===== src/inc/hmp_pkg.sv =====
// constants, types and behaviour notes of the external mcu host port
// Notes on behaviour
// RULE_01 - both boot pins low: host port disabled, outside accesses ignored
// RULE_02 - mirror window: boot 01 reserved and refused, boot 10/11 reach iram
// RULE_03 - boot 11 opens the mirror for debugging only; boot 10 is normal use
// RULE_04 - mirror window is 768 Kbytes; its target is iram at 0000_0000 whatever the boot mode
// RULE_05 - advance reading on and last 16 bytes read: host error pin asserted
// RULE_06 - page control bit 1 picks sram (0) or page rom (1) reads
// RULE_07 - prefetch and page bits apply to host 0b_ffff down to 00_0000
// RULE_08 - network controller area reachable only in synchronous sram mode
// RULE_09 - upper 52 Kbytes of the peripheral register area are exposed
// RULE_10 - prefetch fetches the whole aligned 16-byte line of a missed word and serves hits from buffer
// RULE_11 - prefetch enable and page select reset to 0
package hmp_pkg;
   // ---------------------------------------------------------------
   // register map
   // ---------------------------------------------------------------
   localparam logic [7:0]  REG_BUS_CTRL   = 8'h00;
   localparam logic [7:0]  REG_PAGE_CTRL  = 8'h04;
   localparam logic [7:0]  REG_IRQ_STAT   = 8'h08;
   localparam logic [7:0]  REG_IRQ_MASK   = 8'h0c;
   localparam logic [7:0]  REG_STATUS     = 8'h10;
   localparam int          PF_EN_BIT      = 0;
   localparam int          PAGE_SEL_BIT   = 1;
   localparam logic        PF_EN_RST      = 1'h0;
   localparam logic        PAGE_SEL_RST   = 1'h0;
   localparam logic [1:0]  IRQ_MASK_RST   = 2'h0;
   localparam int          IRQ_TAIL       = 0;
   localparam int          IRQ_REFUSED    = 1;
   localparam int          STAT_BOOT_LSB  = 0;
   localparam int          STAT_EN_BIT    = 2;
   localparam int          STAT_BUSY_BIT  = 3;
   // ---------------------------------------------------------------
   // host address map (20-bit host space)
   // ---------------------------------------------------------------
   localparam logic [19:0] IRAM_LO        = 20'h0_0000;
   localparam logic [19:0] IRAM_HI        = 20'hb_ffff;
   localparam logic [19:0] IRAM_TAIL_LO   = 20'hb_fff0;
   localparam logic [19:0] NET_LO         = 20'hc_0000;
   localparam logic [19:0] NET_HI         = 20'hd_ffff;
   localparam logic [19:0] PERI_LO        = 20'hf_3000;
   localparam logic [19:0] PERI_HI        = 20'hf_ffff;
   localparam logic [31:0] IRAM_INT_BASE  = 32'h0000_0000;
   localparam logic [31:0] NET_INT_BASE   = 32'h4000_0000;
   localparam logic [31:0] PERI_INT_BASE  = 32'h4001_3000;
   localparam logic [1:0]  BOOT_EXT_MEM   = 2'h0;
   localparam logic [1:0]  BOOT_SFLASH    = 2'h1;
   localparam logic [1:0]  LINE_LAST      = 2'h3;
   localparam int          LINE_WORDS     = 4;
   // ---------------------------------------------------------------
   // types
   // ---------------------------------------------------------------
   typedef enum logic [1:0] {
      RG_NONE = 2'b00,
      RG_IRAM = 2'b01,
      RG_NET  = 2'b10,
      RG_PERI = 2'b11
   } hmp_region_t;
   typedef enum logic [1:0] {
      ST_IDLE = 2'b00,
      ST_MEM  = 2'b01,
      ST_FILL = 2'b10
   } hmp_state_t;
   typedef struct packed {
      logic        valid;
      logic        write;
      logic [19:0] addr;
      logic [31:0] wdata;
   } hmp_host_req_t;
   typedef struct packed {
      logic        valid;
      logic        write;
      logic        page;
      logic [31:0] addr;
      logic [31:0] wdata;
   } hmp_mem_req_t;
   typedef struct packed {
      hmp_region_t region;
      logic        allowed;
      logic        tail;
      logic [31:0] int_addr;
   } hmp_dec_t;
endpackage


===== src/verilog/hmp_decode.sv =====
// host address decoder of the external mcu host port
`timescale 1ns/10ps
module hmp_decode (
   input  wire logic [19:0]      addr_in,
   input  wire logic [1:0]       boot_in,
   input  wire logic             sync_mode_in,
   output hmp_pkg::hmp_dec_t     dec_out
);
   function automatic logic in_span(input logic [19:0] a, input logic [19:0] lo, input logic [19:0] hi);
      in_span = (a >= lo) && (a <= hi);
   endfunction

   always_comb begin
      dec_out = '0;
      if (in_span(addr_in, hmp_pkg::IRAM_LO, hmp_pkg::IRAM_HI)) begin // RULE_04
         dec_out.region   = hmp_pkg::RG_IRAM;
         dec_out.allowed  = (boot_in != hmp_pkg::BOOT_SFLASH); // RULE_02
         dec_out.tail     = in_span(addr_in, hmp_pkg::IRAM_TAIL_LO, hmp_pkg::IRAM_HI);
         dec_out.int_addr = hmp_pkg::IRAM_INT_BASE + {12'h000, addr_in};
      end else if (in_span(addr_in, hmp_pkg::NET_LO, hmp_pkg::NET_HI)) begin
         dec_out.region   = hmp_pkg::RG_NET;
         dec_out.allowed  = sync_mode_in; // RULE_08
         dec_out.int_addr = hmp_pkg::NET_INT_BASE + {12'h000, addr_in - hmp_pkg::NET_LO};
      end else if (in_span(addr_in, hmp_pkg::PERI_LO, hmp_pkg::PERI_HI)) begin
         dec_out.region   = hmp_pkg::RG_PERI;
         dec_out.allowed  = 1'b1; // RULE_09
         dec_out.int_addr = hmp_pkg::PERI_INT_BASE + {12'h000, addr_in - hmp_pkg::PERI_LO};
      end
   end
endmodule // hmp_decode


===== src/verilog/hmp_pfbuf.sv =====
// one-line advance reading buffer of the external mcu host port
`timescale 1ns/10ps
module hmp_pfbuf (
   input  wire logic        clk_in,
   input  wire logic        srst_in,
   input  wire logic        ce_in,
   input  wire logic        inval_in,
   input  wire logic        wr_in,
   input  wire logic [1:0]  wr_idx_in,
   input  wire logic [31:0] wr_data_in,
   input  wire logic        tag_set_in,
   input  wire logic [15:0] tag_in,
   input  wire logic [19:0] look_addr_in,
   output logic             hit_out,
   output logic [31:0]      data_out
);
   logic [31:0] line_q [hmp_pkg::LINE_WORDS];
   logic [31:0] line_d [hmp_pkg::LINE_WORDS];
   logic [15:0] tag_q;
   logic [15:0] tag_d;
   logic        vld_q;
   logic        vld_d;

   always_comb begin
      line_d = line_q;
      tag_d  = tag_q;
      vld_d  = vld_q;
      if (wr_in) begin
         line_d[wr_idx_in] = wr_data_in;
         vld_d             = 1'b0;
      end
      if (tag_set_in) begin
         tag_d = tag_in;
         vld_d = 1'b1;
      end
      // stale data after a host write is worse than a refill
      if (inval_in) begin
         vld_d = 1'b0;
      end
   end

   always_ff @(posedge clk_in) begin
      if (srst_in) begin
         vld_q <= 1'b0;
         tag_q <= 16'h0000;
         for (int i = 0; i < hmp_pkg::LINE_WORDS; i++) begin
            line_q[i] <= 32'h0000_0000;
         end
      end else if (ce_in) begin
         vld_q  <= vld_d;
         tag_q  <= tag_d;
         line_q <= line_d;
      end
   end

   assign hit_out  = vld_q && (tag_q == look_addr_in[19:4]); // RULE_10
   assign data_out = line_q[look_addr_in[3:2]];
endmodule // hmp_pfbuf


===== src/verilog/hmp_port.sv =====
// external mcu host port: decode, read path, advance reading and registers
`timescale 1ns/10ps
module hmp_port (
   input  wire logic                  clock_in,
   input  wire logic                  srst_in,
   input  wire logic                  ce_in,
   input  wire logic                  boot_select_high_in,
   input  wire logic                  boot_select_low_in,
   input  wire logic                  sync_sram_mode_in,
   input  wire hmp_pkg::hmp_host_req_t host_req_in,
   output logic                       host_ack_out,
   output logic [31:0]                host_rdata_out,
   output logic                       host_error_out_n,
   output hmp_pkg::hmp_mem_req_t      mem_req_out,
   input  wire logic                  mem_ack_in,
   input  wire logic [31:0]           mem_rdata_in,
   input  wire logic [7:0]            reg_addr_in,
   input  wire logic [31:0]           reg_wdata_in,
   input  wire logic                  reg_wr_in,
   input  wire logic                  reg_rd_in,
   output logic [31:0]                reg_rdata_out,
   output logic                       irq_out
);
   // ---------------------------------------------------------------
   // state
   // ---------------------------------------------------------------
   hmp_pkg::hmp_state_t    state_q, state_d;
   hmp_pkg::hmp_host_req_t hreq_q, hreq_d;
   hmp_pkg::hmp_mem_req_t  mem_q, mem_d;
   hmp_pkg::hmp_dec_t      dec;
   logic [1:0]             boot_q, boot_d;
   logic                   boot_ok_q, boot_ok_d;
   logic                   pf_en_q, pf_en_d;
   logic                   page_sel_q, page_sel_d;
   logic [1:0]             irq_stat_q, irq_stat_d;
   logic [1:0]             irq_mask_q, irq_mask_d;
   logic                   irq_q, irq_d;
   logic                   ack_q, ack_d;
   logic [31:0]            rdata_q, rdata_d;
   logic                   err_n_q, err_n_d;
   logic                   tail_q, tail_d;
   logic [1:0]             idx_q, idx_d;
   logic [31:0]            reg_rdata_q, reg_rdata_d;
   logic [1:0]             ev;
   logic                   port_en;
   logic                   pf_hit;
   logic [31:0]            pf_data;
   logic                   pf_wr;
   logic                   pf_tag_set;
   logic                   pf_inval;

   assign port_en = boot_ok_q && (boot_q != hmp_pkg::BOOT_EXT_MEM); // RULE_01

   // ---------------------------------------------------------------
   // address decode and advance reading buffer
   // ---------------------------------------------------------------
   hmp_decode u_dec (
      .addr_in      (hreq_q.addr),
      .boot_in      (boot_q),
      .sync_mode_in (sync_sram_mode_in),
      .dec_out      (dec)
   );

   hmp_pfbuf u_pf (
      .clk_in       (clock_in),
      .srst_in      (srst_in),
      .ce_in        (ce_in),
      .inval_in     (pf_inval),
      .wr_in        (pf_wr),
      .wr_idx_in    (idx_q),
      .wr_data_in   (mem_rdata_in),
      .tag_set_in   (pf_tag_set),
      .tag_in       (hreq_q.addr[19:4]),
      .look_addr_in (hreq_q.addr),
      .hit_out      (pf_hit),
      .data_out     (pf_data)
   );

   // ---------------------------------------------------------------
   // next state
   // ---------------------------------------------------------------
   always_comb begin
      state_d     = state_q;
      hreq_d      = hreq_q;
      mem_d       = mem_q;
      boot_d      = boot_q;
      boot_ok_d   = boot_ok_q;
      pf_en_d     = pf_en_q;
      page_sel_d  = page_sel_q;
      irq_mask_d  = irq_mask_q;
      ack_d       = 1'b0;
      rdata_d     = rdata_q;
      err_n_d     = 1'b1;
      tail_d      = tail_q;
      idx_d       = idx_q;
      reg_rdata_d = 32'h0000_0000;
      ev          = 2'h0;
      pf_wr       = 1'b0;
      pf_tag_set  = 1'b0;
      pf_inval    = 1'b0;

      // boot pins are caught once, in the first cycle after reset release
      if (!boot_ok_q) begin
         boot_d    = {boot_select_high_in, boot_select_low_in};
         boot_ok_d = 1'b1;
      end

      case (state_q)
         hmp_pkg::ST_IDLE: begin
            hreq_d.valid = 1'b0;
            // a latched request is decoded one cycle after it arrives
            if (hreq_q.valid) begin
               tail_d = pf_en_q && !hreq_q.write && (dec.region == hmp_pkg::RG_IRAM) && dec.tail; // RULE_05 RULE_07
               if (!dec.allowed) begin
                  ack_d               = 1'b1; // RULE_02 RULE_08
                  rdata_d             = 32'h0000_0000;
                  ev[hmp_pkg::IRQ_REFUSED] = 1'b1;
               end else if (hreq_q.write) begin
                  pf_inval    = (dec.region == hmp_pkg::RG_IRAM);
                  mem_d.valid = 1'b1;
                  mem_d.write = 1'b1;
                  mem_d.page  = 1'b0;
                  mem_d.addr  = dec.int_addr;
                  mem_d.wdata = hreq_q.wdata;
                  state_d     = hmp_pkg::ST_MEM;
               end else if (pf_en_q && (dec.region == hmp_pkg::RG_IRAM)) begin
                  if (pf_hit) begin
                     ack_d   = 1'b1; // RULE_10
                     rdata_d = pf_data;
                     err_n_d = !tail_d; // RULE_05
                     ev[hmp_pkg::IRQ_TAIL] = tail_d;
                  end else begin
                     idx_d       = 2'h0;
                     mem_d.valid = 1'b1;
                     mem_d.write = 1'b0;
                     mem_d.page  = page_sel_q; // RULE_06
                     mem_d.addr  = {dec.int_addr[31:4], 4'h0};
                     state_d     = hmp_pkg::ST_FILL;
                  end
               end else begin
                  mem_d.valid = 1'b1;
                  mem_d.write = 1'b0;
                  mem_d.page  = page_sel_q && (dec.region == hmp_pkg::RG_IRAM); // RULE_06 RULE_07
                  mem_d.addr  = dec.int_addr;
                  state_d     = hmp_pkg::ST_MEM;
               end
            end else if (host_req_in.valid && port_en) begin // RULE_01 RULE_03
               hreq_d = host_req_in;
            end
         end
         hmp_pkg::ST_MEM: begin
            if (mem_ack_in) begin
               mem_d.valid = 1'b0;
               ack_d       = 1'b1;
               rdata_d     = mem_q.write ? 32'h0000_0000 : mem_rdata_in;
               state_d     = hmp_pkg::ST_IDLE;
            end
         end
         hmp_pkg::ST_FILL: begin
            // whole 16-byte line is read so later words hit the buffer
            if (mem_ack_in) begin
               pf_wr = 1'b1; // RULE_10
               if (idx_q == hreq_q.addr[3:2]) begin
                  rdata_d = mem_rdata_in;
               end
               if (idx_q == hmp_pkg::LINE_LAST) begin
                  pf_tag_set  = 1'b1;
                  mem_d.valid = 1'b0;
                  ack_d       = 1'b1;
                  err_n_d     = !tail_q; // RULE_05
                  ev[hmp_pkg::IRQ_TAIL] = tail_q;
                  state_d     = hmp_pkg::ST_IDLE;
               end else begin
                  idx_d      = idx_q + 2'h1;
                  mem_d.addr = {mem_q.addr[31:4], idx_d, 2'h0};
               end
            end
         end
         default: begin
            state_d = hmp_pkg::ST_IDLE;
         end
      endcase

      // ------------------------------------------------------------
      // register port
      // ------------------------------------------------------------
      irq_stat_d = irq_stat_q;
      if (reg_wr_in) begin
         if (reg_addr_in == hmp_pkg::REG_BUS_CTRL) begin
            pf_en_d = reg_wdata_in[hmp_pkg::PF_EN_BIT];
         end else if (reg_addr_in == hmp_pkg::REG_PAGE_CTRL) begin
            page_sel_d = reg_wdata_in[hmp_pkg::PAGE_SEL_BIT]; // RULE_06
         end else if (reg_addr_in == hmp_pkg::REG_IRQ_STAT) begin
            irq_stat_d = irq_stat_q & ~reg_wdata_in[1:0];
         end else if (reg_addr_in == hmp_pkg::REG_IRQ_MASK) begin
            irq_mask_d = reg_wdata_in[1:0];
         end
      end
      // a new event beats a clear in the same cycle
      irq_stat_d = irq_stat_d | ev;
      irq_d      = |(irq_stat_d & irq_mask_d);

      if (reg_rd_in) begin
         if (reg_addr_in == hmp_pkg::REG_BUS_CTRL) begin
            reg_rdata_d[hmp_pkg::PF_EN_BIT] = pf_en_q;
         end else if (reg_addr_in == hmp_pkg::REG_PAGE_CTRL) begin
            reg_rdata_d[hmp_pkg::PAGE_SEL_BIT] = page_sel_q;
         end else if (reg_addr_in == hmp_pkg::REG_IRQ_STAT) begin
            reg_rdata_d[1:0] = irq_stat_q;
         end else if (reg_addr_in == hmp_pkg::REG_IRQ_MASK) begin
            reg_rdata_d[1:0] = irq_mask_q;
         end else if (reg_addr_in == hmp_pkg::REG_STATUS) begin
            reg_rdata_d[hmp_pkg::STAT_BOOT_LSB +: 2] = boot_q;
            reg_rdata_d[hmp_pkg::STAT_EN_BIT]        = port_en;
            reg_rdata_d[hmp_pkg::STAT_BUSY_BIT]      = (state_q != hmp_pkg::ST_IDLE);
         end
      end
   end

   // ---------------------------------------------------------------
   // registers
   // ---------------------------------------------------------------
   always_ff @(posedge clock_in) begin
      if (srst_in) begin
         state_q     <= hmp_pkg::ST_IDLE;
         hreq_q      <= '0;
         mem_q       <= '0;
         boot_q      <= hmp_pkg::BOOT_EXT_MEM;
         boot_ok_q   <= 1'b0;
         pf_en_q     <= hmp_pkg::PF_EN_RST; // RULE_11
         page_sel_q  <= hmp_pkg::PAGE_SEL_RST; // RULE_11
         irq_stat_q  <= 2'h0;
         irq_mask_q  <= hmp_pkg::IRQ_MASK_RST;
         irq_q       <= 1'b0;
         ack_q       <= 1'b0;
         rdata_q     <= 32'h0000_0000;
         err_n_q     <= 1'b1;
         tail_q      <= 1'b0;
         idx_q       <= 2'h0;
         reg_rdata_q <= 32'h0000_0000;
      end else if (ce_in) begin
         state_q     <= state_d;
         hreq_q      <= hreq_d;
         mem_q       <= mem_d;
         boot_q      <= boot_d;
         boot_ok_q   <= boot_ok_d;
         pf_en_q     <= pf_en_d;
         page_sel_q  <= page_sel_d;
         irq_stat_q  <= irq_stat_d;
         irq_mask_q  <= irq_mask_d;
         irq_q       <= irq_d;
         ack_q       <= ack_d;
         rdata_q     <= rdata_d;
         err_n_q     <= err_n_d;
         tail_q      <= tail_d;
         idx_q       <= idx_d;
         reg_rdata_q <= reg_rdata_d;
      end
   end

   assign host_ack_out     = ack_q;
   assign host_rdata_out   = rdata_q;
   assign host_error_out_n = err_n_q;
   assign mem_req_out      = mem_q;
   assign reg_rdata_out    = reg_rdata_q;
   assign irq_out          = irq_q;
endmodule // hmp_port


===== config.mk =====
export PLATFORM = sky130hd
export DESIGN_NAME = hmp_port
export DESIGN_NICKNAME = d
export VERILOG_FILES = /design/src/inc/hmp_pkg.sv /design/src/verilog/hmp_decode.sv /design/src/verilog/hmp_pfbuf.sv /design/src/verilog/hmp_port.sv
export SDC_FILE = /design/constraint.sdc
export NUM_CORES = 1
export LEC_CHECK = 0
export BUFFER_PORTS_ARGS = -buffer_cell sky130_fd_sc_hd__buf_2
export CORE_MARGIN = 2
export CORE_UTILIZATION = 41
export CTS_BUF_LIST = sky130_fd_sc_hd__clkbuf_2 sky130_fd_sc_hd__clkbuf_4 sky130_fd_sc_hd__clkbuf_8
export DETAILED_ROUTE_END_ITERATION = 10
export GPL_ROUTABILITY_DRIVEN = 0
export GPL_TIMING_DRIVEN = 0
export PLACE_DENSITY = 0.64
export SKIP_CTS_REPAIR_TIMING = 1
export SLEW_MARGIN = 20
export SYNTH_ARGS = -nofsm -noshare
export SYNTH_HDL_FRONTEND = slang
export SYNTH_SLANG_ARGS = --single-unit

===== constraint.sdc =====
create_clock -name clock_in -period 2.9 [get_ports clock_in]
set_input_delay 0.58 -clock clock_in [delete_from_list [all_inputs] [get_ports clock_in]]
set_output_delay 0.58 -clock clock_in [all_outputs]
set_load 0.03 [all_outputs]

* Word level (Yosys, flattened, before mapping)
Index checks and enable logic that the tools add are counted.
** Storage, ports and cells
- Output and inout port bits :: 134
- Logic and storage cells :: 233
- Register bits after elaboration :: 319
- Input port bits :: 135
** Cells by class
- Bitwise operators :: 10
- Add/sub/neg operators :: 5
- Reductions and logical operators :: 41
- Eq/ne operators :: 26
- Order comparisons :: 10
- Muxes and demuxes :: 111
** Operators with widths (count)
- two-way mux 32 bit :: 16
- two-way mux 67 bit :: 2
- bitwise mux 128 bit :: 1
- two-way mux 54 bit :: 2
- two-way mux 35 bit :: 3
- case mux 32 bit (3 select lines) :: 1
- adder 31 x 20 -> 32 bit (first input constant) :: 2
- binary-select mux 32 bit (select 2 bit) :: 1
- demux 32 bit (select 2 bit) :: 1
- case mux 32 bit (2 select lines) :: 1
- >= comparator 20 bit (second input constant) :: 3
- less-or-equal comparator 20 bit (second input constant) :: 3
- two-way mux 2 bit :: 30
- subtractor 20 bit (second input constant) :: 2
- two-way mux 1 bit :: 39
- >= comparator 20 x 1 -> 1 bit (second input constant) :: 1
- inequality test 2 bit (second input constant) :: 10
- AND reduction 9 bit :: 2
- equality test 16 bit :: 1
- equality test 8 x 4 -> 1 bit (second input constant) :: 2
- two-way mux 4 bit :: 4
- AND reduction 7 bit :: 2
- logical AND 1 bit :: 13
- two-way mux 3 bit :: 4
- 32 further kinds :: 57

* Depth between registers and ports, before layout
- Depth after elaboration :: 17
- Gate-level depth with buffers :: 12
- Gate-level depth less buffers :: 9

* Cells and area by module
Synthesis repeated with hierarchy kept, for this count alone.
** Second synthesis, totals
- Cells, all modules :: 1689
- Area, all modules :: 13758.2 um^2
** Modules (own cells, without submodules)
- hmp_port :: cells an instance 893, area each 7179.4 um^2, times used 1, seq. area each 3483.3 um^2
- hmp_pfbuf :: cells an instance 701, area each 5910.7 um^2, times used 1, seq. area each 2902.8 um^2
- hmp_decode :: cells an instance 95, area each 668.1 um^2, times used 1, seq. area each 0.0 um^2

* Least setup slack after synthesis
Ideal clock, no wire load.
- Kind :: flip-flop to flip-flop
- From :: register hreq_q[50] (netlist name)
- To :: register rdata_q[22] (netlist: host_rdata_out[22])
- Period minus slack after synthesis :: 2705 ps
- Stages on the path, launching flop included :: 12
- Library setup time :: 138 ps
- Data required time :: 2762 ps
- Path buffers :: 2
- Slack :: 195 ps
- Arrival :: 2567 ps
- Cell sequence :: dfxtp_1 -> inv_1 -> ha_1 -> nand4_1 -> or4_1 -> buf_2 -> o21a_4 -> nor4_4 -> o31ai_4 -> buf_6 -> a221oi_1 -> nor3_1
** On the way
- Longest elaborated chain between the ends :: 9
- Elaborated cells between the ends (all ways) :: 23
- Those cells by class :: order compare (6); eq/ne (5); mux (6); reduce/logical (6)
** RTL lines
- start: declaration :: line hmp_port.sv:28 : hmp_pkg::hmp_host_req_t hreq_q, hreq_d;
- start signal: assignment :: line hmp_port.sv:243 : hreq_q <= hreq_d;
- >= comparator 20 bit / less-or-equal comparator 20 bit (equally long branches) :: line hmp_decode.sv:10 : in_span = (a >= lo) && (a <= hi);
- logical AND 1 bit :: line hmp_decode.sv:10
- two-way mux 3 bit :: line hmp_decode.sv:24 : end else if (in_span(addr_in, hmp_pkg::PERI_LO, hmp_pkg::PERI_HI)) begin
- two-way mux 3 bit :: line hmp_decode.sv:20 : end else if (in_span(addr_in, hmp_pkg::NET_LO, hmp_pkg::NET_HI)) begin
- two-way mux 3 bit :: line hmp_decode.sv:15 : if (in_span(addr_in, hmp_pkg::IRAM_LO, hmp_pkg::IRAM_HI)) begin
- equality test 2 x 1 -> 1 bit :: line hmp_port.sv:126 : end else if (pf_en_q && (dec.region == hmp_pkg::RG_IRAM)) begin
- logical AND 1 bit :: line hmp_port.sv:126
- inequality test 3 bit (no source line)
- AND reduction 9 bit (no source line)
- end signal: assignment :: line hmp_port.sv:253 : rdata_q <= rdata_d;
- end: declaration :: line hmp_port.sv:39 : logic [31:0] rdata_q, rdata_d;
Several ways; a longest one is shown, not always the timed one. The select of a mux whose other input is x is not followed.
A chain may end at the register's enable or synchronous reset.

* Worst setup path in the final report
- From :: register hreq_q[44] (netlist name)
- To :: register rdata_q[26] (netlist: host_rdata_out[26])
Same word-level chain as after synthesis.

==> run summary <==
Reg clk slew, reported paths: 0.06 ns
Rows: 67
die footprint: 35,400 um^2
leakage dissipation: 6.76 nW
Max-Cap Viols: 0
Synth-to-Final Area Change: 23.5%
Synth Register Bits: 309
crit-path max cell delay: 0.56 ns
Die Ht: 188 um
design area: 17,200 um^2
Core ar.: 33,400 um^2
wire length per cell: 17.0 um
Post-synth EDFFs: 0
total congestion overflow: 0
post-route minimum period: 2.87 ns
post-layout net count: 2,085
CTS Buf Count: 52
outcome: finished clean
post-route insts no fill: 2,430
share of cells above drive strength 1: 0.267
# DRC: 0
slew margin rel.: 0.384
critical path peak fanout: 7
pwr dens: 532 nW/um^2
Data arrival, critical path: 3.28 ns
synthesized area: 13,900 um^2
CP cell instances: ha_4 > buf_6 > nand4_1 > or4_4 > buf_6 > o21a_4 > nor4_4 > o31ai_4 > buf_12 > buf_12 > a221oi_4 > nor3_2
largest net degree at the start of global routing: 15
CTS sink count: 309
Max IR drop VDD: 0.299 mV
unrepaired setup endpoints after global routing: true
via/cell ratio: 5.15
die width: 188 um
Hold Path Class: in -> reg
Total Wirelength: 41,200 um
Async SR Flop Fraction: 0
# IOs: 269
synth warn: 0
First-pass DRT Iterations: 5
worst skew pair latency: 0.60 ns
setup TNS: 0 ns
CTS Buffer Depth: 3
antenna viol nets, final: 0
aggregate global-route resource usage: 0.225
Placed Cells: 2,314
Crit. End Element: register
final hold viol count: 0
first-pass GRT wire length: 64,000 um
Top FF cell, synth: dfxtp_1
clk root buf: clkbuf_8
kind of critical path: reg -> reg
Setup Viol. Count Final: 0
max-slew violation count: 0
initial DRC count: 920
Port-buffer cells: 198
worst path required time: 3.31 ns
Starting Density: 0.416
initial antenna violation count: 4
slowest cell on the critical path: or4_4
average size of a mapped cell: 8.53 um^2
Final period util: 0.988
CTS H-tree depth: 2
Mapped Cells: 1,631
fill count: 3,185
worst setup margin: 0.0334 ns
Netlist cell types: 66
hold slack: 0.237 ns
vias in the first global route: 11.9k
TritonCTS clock tree: yes
total power: 9.15 mW
Clock Skew: 0.0412 ns
Slew @ Worst Pin: 0.925 ns
maximum clock frequency: 0.349 GHz
pre-CTS setup slack: -0.444 ns
post-layout util: 0.514
Vias: 12.5k
hpwl dp: 29,400 um
CP Launch Type: register
register area share after synthesis: 0.444
Post-Place Cell Area: 15,600 um^2
## worst paths after layout
check / from / end / slack, ns / cells past startpoint
min: host_req_in[27] / hreq_q[27] / 0.24 / 3
max: hreq_q[44] / host_rdata_out[26] / 0.03 / 12
max reg2reg: hreq_q[44] / host_rdata_out[26] / 0.03 / 12
min reg2reg: mem_req_out[36] / mem_req_out[36] / 0.45 / 2
## layout by cell type (no fill, tap or decap), types with 6 or more instances in the layout
master	synthesis	routed
a21oi_1	261	260
a221oi_2	30	26
a221oi_4	0	6
a31oi_1	7	7
buf_1	6	6
buf_2	7	203
buf_4	38	55
buf_6	7	6
clkbuf_1	103	88
clkbuf_2	0	13
clkbuf_4	0	19
clkbuf_8	0	67
conb_1	1	38
dfxtp_1	309	305
ha_1	12	10
inv_1	16	15
mux2i_1	10	10
mux4_2	32	32
nand2_1	509	509
nand2b_1	12	12
nand3_1	23	23
nand4_1	10	10
nor2_1	35	34
nor2b_1	9	9
nor2b_4	28	28
nor3_1	12	12
nor3_2	29	28
o21ai_0	18	18
xnor2_1	8	8
xor2_1	11	11
## state kept, by name, summed over array words and instances, names as in the netlist, 2 cells and up
register	cells
boot_q	2
host_rdata_out	32
hreq_q	54
idx_q	2
irq_mask_q	2
irq_stat_q	2
mem_req_out	57
reg_rdata_out	4
state_q	2
u_pf.line_q	128
u_pf.tag_q	16
## power breakdown
part | total, mW | leakage, nW | switching, mW | internal, mW
sequential | 4.28 | 2.49 | 0.0194 | 4.26
clock | 4.36 | 0.635 | 1.79 | 2.58
combinational | 0.510 | 3.63 | 0.352 | 0.158
## worst max-delay path, delay by kind of cell, from the launching register on
family                   cells  cell delay (ns)
buffers and inverters        4             0.58
adder cells (fa/ha/maj)      1             0.13
AO/OA/AOI/OAI                3             0.56
AND/OR/NAND/NOR              4             1.04
flip-flops                   1             0.37
## cell usage after synthesis, drive strengths merged, types with 11 or more instances
cell	n	area (um^2)
nand3	23	115
a21oi	264	1330
nor2b	37	442
inv	16	60.1
xor2	11	96.3
nor3	41	350
nand2	509	1910
buf	59	437
ha	12	150
mux4	32	721
a221oi	34	485
clkbuf	103	387
nand2b	12	75.1
dfxtp	309	6190
nor2	36	138
o21ai	19	95.1
## routing by layer
| layer | up-vias | part of all wire | track usage |
|---|---|---|---|
| met1 | 5920 | 0.44 | 0.305 |
| met3 | 81 | 0.062 | 0.0358 |
| met4 | 0 | 0.028 | 0.0775 |
| met2 | 418 | 0.46 | 0.365 |
| li1 | 6104 | - | - |
| met5 | - | 0 | 0 |
## cell type report
| class | instances | area, um^2 | area share |
|---|---|---|---|
| diodes | 4 | 10.0 | 0.000582 |
| plain buffers | 159 | 851 | 0.0495 |
| clock buffers | 85 | 1060 | 0.0615 |
| clock inverters | 9 | 133 | 0.00771 |
| inverters | 16 | 62.6 | 0.00364 |
| multi-input cells | 1181 | 7120 | 0.414 |
| flip-flops and latches | 309 | 6200 | 0.361 |
| well taps | 448 | 561 | 0.0326 |
| repair buffers | 219 | 1200 | 0.0696 |
## logic make-up (layout without fill, tap and decap cells)
family / count (synthesis) / after routing / synth area share
flops: 309 / 309 / 0.444
compound gates: 365 / 365 / 0.167
simple gates: 701 / 701 / 0.240
mux: 46 / 46 / 0.0622
buf+inv: 178 / 488 / 0.0635
other cells: 1 / 42 / 0.000269
fa+ha+maj: 12 / 12 / 0.0108
xor+xnor: 19 / 19 / 0.0120
Power figures use the tool's default switching activity.
